## src/rtl/timer2_cfg.svh

```systemverilog
// timer2_cfg.svh: offsets, field positions, reset values and timing counts
// assumes inclusion by bare name from the package and the top module
`ifndef TIMER2_CFG_SVH
`define TIMER2_CFG_SVH
`define CTRL_OFFSET 8'h00
`define MODE_OFFSET 8'h04
`define RCAP_OFFSET 8'h08
`define COUNT_OFFSET 8'h0c
`define STATUS_OFFSET 8'h10
`define BIT_OVF 7
`define BIT_EXF 6
`define BIT_RCLK 5
`define BIT_TX_CLOCK_SELECT 4
`define BIT_EXEN 3
`define BIT_RUN 2
`define BIT_CSEL 1
`define BIT_CPRL 0
`define CTRL_RESET 8'h00
`define MODE_RESET 8'h00
`define RCAP_RESET 16'h0000
`define COUNT_RESET 16'h0000
`define COUNT_TOP 16'hffff
`define MACHINE_DIV 4'd12
`define STATE_DIV 4'd2
`define RESP_OKAY 2'b00
`define RESP_SLVERR 2'b10
`endif

```

## src/rtl/timer2_pkg.sv

```systemverilog
// timer2_pkg: types shared by the timer block
// assumes the cfg header supplies the numbers
`include "timer2_cfg.svh"
package timer2_pkg;
   typedef struct packed {
      logic [7:0] addr;
      logic [31:0] data;
      logic [3:0] strb;
   } wr_req_t;
   typedef struct packed {
      logic [31:0] data;
      logic [1:0] resp;
   } rd_rsp_t;
   typedef enum logic [1:0] {MODE_OFF, MODE_CAPTURE, MODE_RELOAD, MODE_BAUD} op_mode_t;
endpackage : timer2_pkg

```

## src/rtl/timer2_capture_reload_baud.sv

```systemverilog
// timer2_capture_reload_baud: 16-bit timer/counter with capture, reload and baud modes
// assumes pins already synchronous to REF_CLK_IN and an AXI4-Lite master
// Overview of operation
// - one 16-bit counter serves as interval timer or event counter
// - capture, auto-reload and baud modes selected by control bits
// - select 0 counts clock divided by twelve (two in baud mode), 1 counts count-pin falls
// - counter runs only while run control is set
// - overflow flag set on overflow, held until software clears it
// - overflow flag never set while either serial clock select is set
// - external flag set by trigger fall when enabled; software clears it
// - enabled interrupt requested while external flag is set
// - no external flag interrupt while down count enabled
// - receive clock select routes our overflow pulses to serial receive
// - transmit clock select routes our overflow pulses to serial transmit
// - trigger fall capture or reload allowed only when not clocking serial
// - trigger enable cleared ignores trigger pin for capture and reload
// - capture select with enable captures on each trigger fall
// - reload select reloads on overflow and on enabled trigger falls
// - serial clock select forces reload on overflow, ignoring capture select
// - count from count pin; trigger pin gives reload, capture, direction
// - reload loads counter bytes from the reload/capture pair
// - down count: low trigger counts down, underflow at reload loads ffff
// - baud mode counts at half rate; baud is overflow rate over sixteen
// - interrupt asserted when enabled while overflow flag is set, or external flag with down count disabled
`timescale 1ns/1ns
module timer2_capture_reload_baud (
   // clock and reset
   input wire logic REF_CLK_IN,
   input wire logic SRST_IN,
   // axi4-lite write
   input wire logic [7:0] AWADDR_IN,
   input wire logic AWVALID_IN,
   output logic AWREADY_OUT,
   input wire logic [31:0] WDATA_IN,
   input wire logic [3:0] WSTRB_IN,
   input wire logic WVALID_IN,
   output logic WREADY_OUT,
   output logic [1:0] BRESP_OUT,
   output logic BVALID_OUT,
   input wire logic BREADY_IN,
   // axi4-lite read
   input wire logic [7:0] ARADDR_IN,
   input wire logic ARVALID_IN,
   output logic ARREADY_OUT,
   output logic [31:0] RDATA_OUT,
   output logic [1:0] RRESP_OUT,
   output logic RVALID_OUT,
   input wire logic RREADY_IN,
   // pins and system
   input wire logic COUNT_PIN_IN,
   input wire logic TRIGGER_PIN_IN,
   input wire logic IRQ_ENABLE_IN,
   output logic IRQ_OUT,
   output logic RX_BAUD_TICK_OUT,
   output logic TX_BAUD_TICK_OUT,
   output logic [1:0] MODE_OUT
);
   import timer2_pkg::*;

   logic [7:0] counter_control_reg;
   logic down_count_enable_reg;
   logic [15:0] reload_capture_reg;
   logic [15:0] count_reg;
   logic count_pin_reg;
   logic trigger_pin_reg;
   logic [3:0] presc_reg;
   logic aw_held_reg;
   logic w_held_reg;
   wr_req_t wr_reg;
   op_mode_t mode_next;

   wire overflow_flag = counter_control_reg[`BIT_OVF];
   wire external_event_flag = counter_control_reg[`BIT_EXF];
   wire rx_clock_select = counter_control_reg[`BIT_RCLK];
   wire tx_clock_select = counter_control_reg[`BIT_TX_CLOCK_SELECT];
   wire external_trigger_enable = counter_control_reg[`BIT_EXEN];
   wire run_control = counter_control_reg[`BIT_RUN];
   wire counter_select = counter_control_reg[`BIT_CSEL];
   wire capture_reload_select = counter_control_reg[`BIT_CPRL];
   // either serial select turns the block into a baud generator
   wire baud_mode = rx_clock_select | tx_clock_select;

   // edge detect on registered samples; pins are already synchronous
   wire count_fall = count_pin_reg & ~COUNT_PIN_IN;
   wire trigger_fall = trigger_pin_reg & ~TRIGGER_PIN_IN;

   // prescaler: twelve in timer mode, two in baud mode
   wire [3:0] presc_div = baud_mode ? `STATE_DIV : `MACHINE_DIV;
   wire presc_tick = (presc_reg >= presc_div - 4'd1);
   wire tick = run_control & (counter_select ? count_fall : presc_tick);

   // direction only meaningful in reload mode with down count enabled
   wire down_mode = down_count_enable_reg & ~baud_mode & ~capture_reload_select;
   // the direction follows the pin live and takes effect at the next tick
   wire count_down = down_mode & ~TRIGGER_PIN_IN;
   wire up_wrap = tick & ~count_down & (count_reg == `COUNT_TOP);
   // underflow is taken on the down tick that leaves the reload value
   wire down_wrap = tick & count_down & (count_reg == reload_capture_reg);
   // the count tops out at all ones; wrap and reload share one edge
   wire wrap = up_wrap | down_wrap;

   // trigger capture and reload: blocked in baud mode, ignored without enable
   // a down count takes the trigger pin as direction, so its falls do nothing there
   wire trig_event = trigger_fall & external_trigger_enable;
   wire trig_act = trig_event & ~baud_mode & ~down_mode;
   wire do_capture = trig_act & capture_reload_select;
   wire do_reload = (up_wrap & (baud_mode | ~capture_reload_select))
      | (trig_act & ~capture_reload_select);
   // baud mode still flags trigger falls as an extra interrupt source
   wire exf_set = (trig_event & ~down_mode) | (down_mode & wrap);
   wire ovf_set = wrap & ~baud_mode;

   // bus strobes: a write lands once, at the edge after both halves are held,
   // so a flag that hardware set in the meantime is not cleared a second time
   // the bus is one write and one read deep; a new address waits for the answer
   wire wr_fire = aw_held_reg & w_held_reg & ~BVALID_OUT;
   wire [7:0] wr_addr = wr_reg.addr;
   wire [31:0] wr_data = wr_reg.data;
   wire [3:0] wr_strb = wr_reg.strb;
   // an unmapped or read-only address gets an error answer and changes nothing
   wire wr_ctrl = wr_fire & (wr_addr == `CTRL_OFFSET) & wr_strb[0];
   wire wr_mode = wr_fire & (wr_addr == `MODE_OFFSET) & wr_strb[0];
   wire wr_rcap = wr_fire & (wr_addr == `RCAP_OFFSET);
   wire wr_cnt = wr_fire & (wr_addr == `COUNT_OFFSET);
   wire wr_known = (wr_addr == `CTRL_OFFSET) | (wr_addr == `MODE_OFFSET)
      | (wr_addr == `RCAP_OFFSET) | (wr_addr == `COUNT_OFFSET);

   // samples start at the idle high level, so reset release makes no false fall
   always_ff @(posedge REF_CLK_IN) begin
      if (SRST_IN) begin
         count_pin_reg <= 1'b1;
         trigger_pin_reg <= 1'b1;
      end else begin
         count_pin_reg <= COUNT_PIN_IN;
         trigger_pin_reg <= TRIGGER_PIN_IN;
      end
   end

   // the prescaler restarts whenever counting stops or comes from the pin,
   // so the first internal tick after run is a full period away
   always_ff @(posedge REF_CLK_IN) begin
      if (SRST_IN || !run_control || counter_select || presc_tick) begin
         presc_reg <= 4'h0;
      end else begin
         presc_reg <= presc_reg + 4'd1;
      end
   end

   // control register: hardware set wins over a software clear
   // writing the control word writes the flags too: a zero clears them
   always_ff @(posedge REF_CLK_IN) begin
      if (SRST_IN) begin
         counter_control_reg <= `CTRL_RESET;
      end else begin
         if (wr_ctrl) begin
            counter_control_reg <= wr_data[7:0];
         end
         if (ovf_set) begin
            counter_control_reg[`BIT_OVF] <= 1'b1;
         end
         if (exf_set) begin
            // toggles as a 17th bit in down count mode
            counter_control_reg[`BIT_EXF] <= down_mode ? ~external_event_flag : 1'b1;
         end
      end
   end

   // only bit 0 of the mode word is kept; the other bits read back as zero
   always_ff @(posedge REF_CLK_IN) begin
      if (SRST_IN) begin
         down_count_enable_reg <= 1'b0;
      end else if (wr_mode) begin
         down_count_enable_reg <= wr_data[0];
      end
   end

   always_ff @(posedge REF_CLK_IN) begin
      if (SRST_IN) begin
         reload_capture_reg <= `RCAP_RESET;
      // a capture wins over a software write in the same cycle
      end else if (do_capture) begin
         reload_capture_reg <= count_reg;
      // both bytes of the reload pair and the count follow the write strobes
      end else if (wr_rcap) begin
         if (wr_strb[0]) reload_capture_reg[7:0] <= wr_data[7:0];
         if (wr_strb[1]) reload_capture_reg[15:8] <= wr_data[15:8];
      end
   end

   // software write to the count loses to a hardware reload
   // it also loses to a counting tick: stop the timer before loading it,
   // since a running count cannot be written reliably
   always_ff @(posedge REF_CLK_IN) begin
      if (SRST_IN) begin
         count_reg <= `COUNT_RESET;
      end else if (down_wrap) begin
         count_reg <= `COUNT_TOP;
      end else if (do_reload) begin
         count_reg <= reload_capture_reg;
      end else if (tick) begin
         count_reg <= count_down ? count_reg - 16'd1 : count_reg + 16'd1;
      end else if (wr_cnt) begin
         if (wr_strb[0]) count_reg[7:0] <= wr_data[7:0];
         if (wr_strb[1]) count_reg[15:8] <= wr_data[15:8];
      end
   end

   // serial clock routing and interrupt request
   // ticks go out only on an up overflow; down underflows never clock the port
   // the request is registered, so it trails the flags by one cycle
   always_ff @(posedge REF_CLK_IN) begin
      if (SRST_IN) begin
         RX_BAUD_TICK_OUT <= 1'b0;
         TX_BAUD_TICK_OUT <= 1'b0;
         IRQ_OUT <= 1'b0;
         MODE_OUT <= 2'b00;
      end else begin
         RX_BAUD_TICK_OUT <= up_wrap & rx_clock_select;
         TX_BAUD_TICK_OUT <= up_wrap & tx_clock_select;
         IRQ_OUT <= IRQ_ENABLE_IN
            & (overflow_flag | (external_event_flag & ~down_count_enable_reg));
         // mode leaves with the same edge as the ticks it describes
         MODE_OUT <= mode_next;
      end
   end

   // status mode: off wins, then baud, then the capture select
   always_comb begin
      if (!run_control) mode_next = MODE_OFF;
      else if (baud_mode) mode_next = MODE_BAUD;
      else if (capture_reload_select) mode_next = MODE_CAPTURE;
      else mode_next = MODE_RELOAD;
   end

   // axi4-lite write: address and data taken in either order
   always_ff @(posedge REF_CLK_IN) begin
      if (SRST_IN) begin
         aw_held_reg <= 1'b0;
         w_held_reg <= 1'b0;
         wr_reg <= '0;
         AWREADY_OUT <= 1'b0;
         WREADY_OUT <= 1'b0;
         BVALID_OUT <= 1'b0;
         BRESP_OUT <= `RESP_OKAY;
      end else begin
         // each ready is a one-cycle pulse, so a held valid is taken only once
         AWREADY_OUT <= ~aw_held_reg & ~AWREADY_OUT & AWVALID_IN & ~BVALID_OUT;
         WREADY_OUT <= ~w_held_reg & ~WREADY_OUT & WVALID_IN & ~BVALID_OUT;
         if (AWVALID_IN && AWREADY_OUT) begin
            aw_held_reg <= 1'b1;
            wr_reg.addr <= AWADDR_IN;
         end
         if (WVALID_IN && WREADY_OUT) begin
            w_held_reg <= 1'b1;
            wr_reg.data <= WDATA_IN;
            wr_reg.strb <= WSTRB_IN;
         end
         if (aw_held_reg && w_held_reg && !BVALID_OUT) begin
            aw_held_reg <= 1'b0;
            w_held_reg <= 1'b0;
            BVALID_OUT <= 1'b1;
            BRESP_OUT <= wr_known ? `RESP_OKAY : `RESP_SLVERR;
         end else if (BVALID_OUT && BREADY_IN) begin
            BVALID_OUT <= 1'b0;
         end
      end
   end

   // reads decode the address as presented; unmapped ones read zero with an error
   rd_rsp_t rd_next;
   always_comb begin
      rd_next.resp = `RESP_OKAY;
      unique case (ARADDR_IN)
         `CTRL_OFFSET: rd_next.data = {24'h0, counter_control_reg};
         `MODE_OFFSET: rd_next.data = {31'h0, down_count_enable_reg};
         `RCAP_OFFSET: rd_next.data = {16'h0, reload_capture_reg};
         `COUNT_OFFSET: rd_next.data = {16'h0, count_reg};
         `STATUS_OFFSET: rd_next.data = {30'h0, mode_next};
         default: begin
            rd_next.data = 32'h0;
            rd_next.resp = `RESP_SLVERR;
         end
      endcase
   end

   // read data is taken at the address handshake and stands until rready
   always_ff @(posedge REF_CLK_IN) begin
      if (SRST_IN) begin
         ARREADY_OUT <= 1'b0;
         RVALID_OUT <= 1'b0;
         RDATA_OUT <= 32'h0;
         RRESP_OUT <= `RESP_OKAY;
      end else begin
         ARREADY_OUT <= ARVALID_IN & ~ARREADY_OUT & ~RVALID_OUT;
         if (ARVALID_IN && ARREADY_OUT) begin
            RVALID_OUT <= 1'b1;
            RDATA_OUT <= rd_next.data;
            RRESP_OUT <= rd_next.resp;
         end else if (RVALID_OUT && RREADY_IN) begin
            RVALID_OUT <= 1'b0;
         end
      end
   end
endmodule : timer2_capture_reload_baud

```

## config.mk

```make
export PLATFORM = sky130hd
export DESIGN_NAME = timer2_capture_reload_baud
export DESIGN_NICKNAME = d
export VERILOG_FILES = /design/src/rtl/timer2_pkg.sv /design/src/rtl/timer2_capture_reload_baud.sv
export VERILOG_INCLUDE_DIRS = /design/src /design/src/rtl
export SDC_FILE = /design/constraint.sdc
export NUM_CORES = 1
export LEC_CHECK = 0
export BUFFER_PORTS_ARGS = -buffer_cell sky130_fd_sc_hd__buf_2
export CAP_MARGIN = 10
export CORE_MARGIN = 2
export CORE_UTILIZATION = 30
export DETAILED_ROUTE_END_ITERATION = 10
export PLACE_DENSITY_LB_ADDON = 0.25
export SLEW_MARGIN = 0
export SYNTH_ARGS = -nofsm -noshare
export SYNTH_HDL_FRONTEND = slang
export SYNTH_SLANG_ARGS = --single-unit
```

## constraint.sdc

```tcl
create_clock -name REF_CLK_IN -period 5.9 [get_ports REF_CLK_IN]
set_clock_uncertainty 0.05 [all_clocks]
set_input_delay 1.475 -clock REF_CLK_IN [delete_from_list [all_inputs] [get_ports REF_CLK_IN]]
set_output_delay 1.475 -clock REF_CLK_IN [all_outputs]
set_load 0.01 [all_outputs]
```

==> qor.txt <==
Post-synthesis sequential area ratio: 0.374
Yosys top cell by area: dfxtp_1
Share of layout cells above drive strength 1: 0.146
Worst hold slack: 0.395 ns
Max_slew headroom: 0.265
Chip height: 140 um
CP Class: primary input to register
Row count: 49
Worst skew pair latency: 0.36 ns
Fin crit period: 4.32 ns
GRT overflow: 0
PwrDens: 224 nW/um2
Number of synthesized register bits: 103
H-tree depth: 3
Initial DRC count: 299
Diodes inserted: 0
Maxcap violations: 0
Number of synthesized flops with an enable pin: 0
Drt wl/cell: 16.4 um
Clock buffer depth: 2
Startpoint types: primary input
Commonest cells after routing, fill and taps aside: nand2_1, dfxtp_1, nor2_1
Async set-reset flop share out of synthesis: 0
Post-synthesis cell area: 5520 um2
Root buf cell: clkbuf_16
Die area: 19500 um2
Max Fclk: 0.231 GHz
Post-route clock period utilization: 0.732
Leakage Power: 0.00238 uW
GRT Util Overall: 0.163
Top cell type's share of synthesized area: 0.374
Max Transition Viols Final: 0
Class of the worst hold path: register to register
First-pass GRT wire length: 25400 um
Worst r2r path cells: 11
Slew @ Worst Pin: 1.10 ns
Syn Inst Count: 702
CTS clk-pin slew, worst paths: 0.07 ns
TritonCTS buffer count: 9
Area Growth Syn to Fin: 13.1%
Via/cell ratio: 5.17
Core area: 18000 um2
Setup_tns: 0 ns
PortBufs: 71
Worst Hold Depth: 1
Worst Path Max Fanout: 18
Crit path DAT: 4.51 ns
Number of antenna violations at the first check in global routing: 0
Hold-fix buffers, CTS: 0
Post-DRT Antenna Nets: 0
Post-CTS setup buffer count: 0
DRC viols: 0
Routed WL: 15900 um
Vias: 5023
Yosys warns: 0
Clock Sinks: 103
Distinct cells, synth: 65
Vias in the first global route: 4617
Layout net count: 803
DP Wirelength: 11400 um
CTS tree: built
Width of the die: 140 um
Final-report setup violation count: 0
Synth top area cells: dfxtp_1, nand2_1, mux2i_1, a21oi_1, nor2_1
Initial core utilization: 0.306
RSZ-0062 raised after global routing: false
GP Congestion: 0.823
Final Hold Vio Count: 0
Pre-CTS setup slack: 1.25 ns
Fin worst setup slack: 1.58 ns
I/O pin cnt: 108
Worst Path Required: 6.08 ns
Syn avg cell area: 7.86 um2
Commonest non-fill, non-tap cell in the layout: nand2_1
CP Capture Type: register
Worst IR Drop VDD: 0.000165 V
First-pass DRT Iterations: 5
Resize count post-CTS: 0
Outcome: complete, no violations
Largest net degree at the start of global routing: 47
# fillers: 1976
Synth Flop Type: dfxtp_1
-- area by class of cell --
class	instances	area (um2)	area share
clock buffer	10	239	0.0383
tap	229	287	0.0459
multi-input combinational	537	3150	0.505
clock inverter	6	67.6	0.0108
timing repair buffer	77	400	0.0642
sequential	103	2060	0.330
inverter	9	33.8	0.00541
-- layer usage --
metal  up-vias  routed length [um]  track usage  share of wire
met3        16                1180       0.0358          0.074
met1      2323                7810        0.241           0.49
met5         -                   0            0              0
met4         0                 209       0.0453          0.013
li1       2525                   -            -              -
met2       159                6720        0.237           0.42
-- critical path, stage by stage --
cell	delay, ns
buf_2	0.12
nor3b_2	0.32
nand2_1	0.46
xnor2_1	0.26
ha_1	0.28
or4_1	0.40
or4_1	0.48
nor2_1	0.16
mux2i_1	0.21
nor3_1	0.07
a211oi_1	0.19
a21oi_1	0.09
-- per-stage QoR --
step,power [uW],std cells,cell area (um2),util
after global routing,1450,971,6240,0.346
after CTS,1420,971,6240,0.346
after global placement,797,955,5930,0.329
final,1400,971,6240,0.346
after floorplan,777,719,5580,-
after detailed placement,798,955,5930,0.329
-- report_power, final --
part	internal [uW]	leakage [uW]	switching, uW
Clock	342	0.000145	274
Combinational	25.0	0.00140	44.1
Sequential	704	0.000832	7.91
-- kinds of logic after synthesis --
family / after synthesis / share of synthesized area
and+or+nand+nor: 289 / 0.246
buffers and inverters: 79 / 0.0678
adders and majority gates: 4 / 0.00907
other: 1 / 0.000679
DFF: 103 / 0.374
xor gates and xnor gates: 28 / 0.0444
muxes: 37 / 0.0694
AOI/OAI and AO/OA: 161 / 0.190
-- Yosys cell counts, drive strengths merged, types with 3 or more instances --
cell and number:
nand3 15, nand2 111, o211ai 4, clkbuf 40, and3 5, xnor2 6, ha 4, o2111ai 3
o221a 3, nand2b 7, dfxtp 103, nor2 80, o32ai 4, or4 5, nor4 14, o221ai 4
buf 30, and2 5, inv 9, or3 5, o21a 3, nor3 14, a211oi 26, o31ai 4
nor4b 3, a21oi 68, xor2 22, a21o 3, o22ai 3, nand4 8, a2111oi 3, mux2i 36
o21ai 18, or2 6
-- final timing paths --
kind / startpoint / end / slack (ns)
worst max-delay path: TRIGGER_PIN_IN / count_reg[10] / 1.58
worst min-delay path: aw_held_reg / AWREADY_OUT / 0.40
worst max register to register: counter_control_reg[5] / count_reg[15] / 1.77
worst min register to register: aw_held_reg / AWREADY_OUT / 0.40
(Power assumes the default switching activity.)
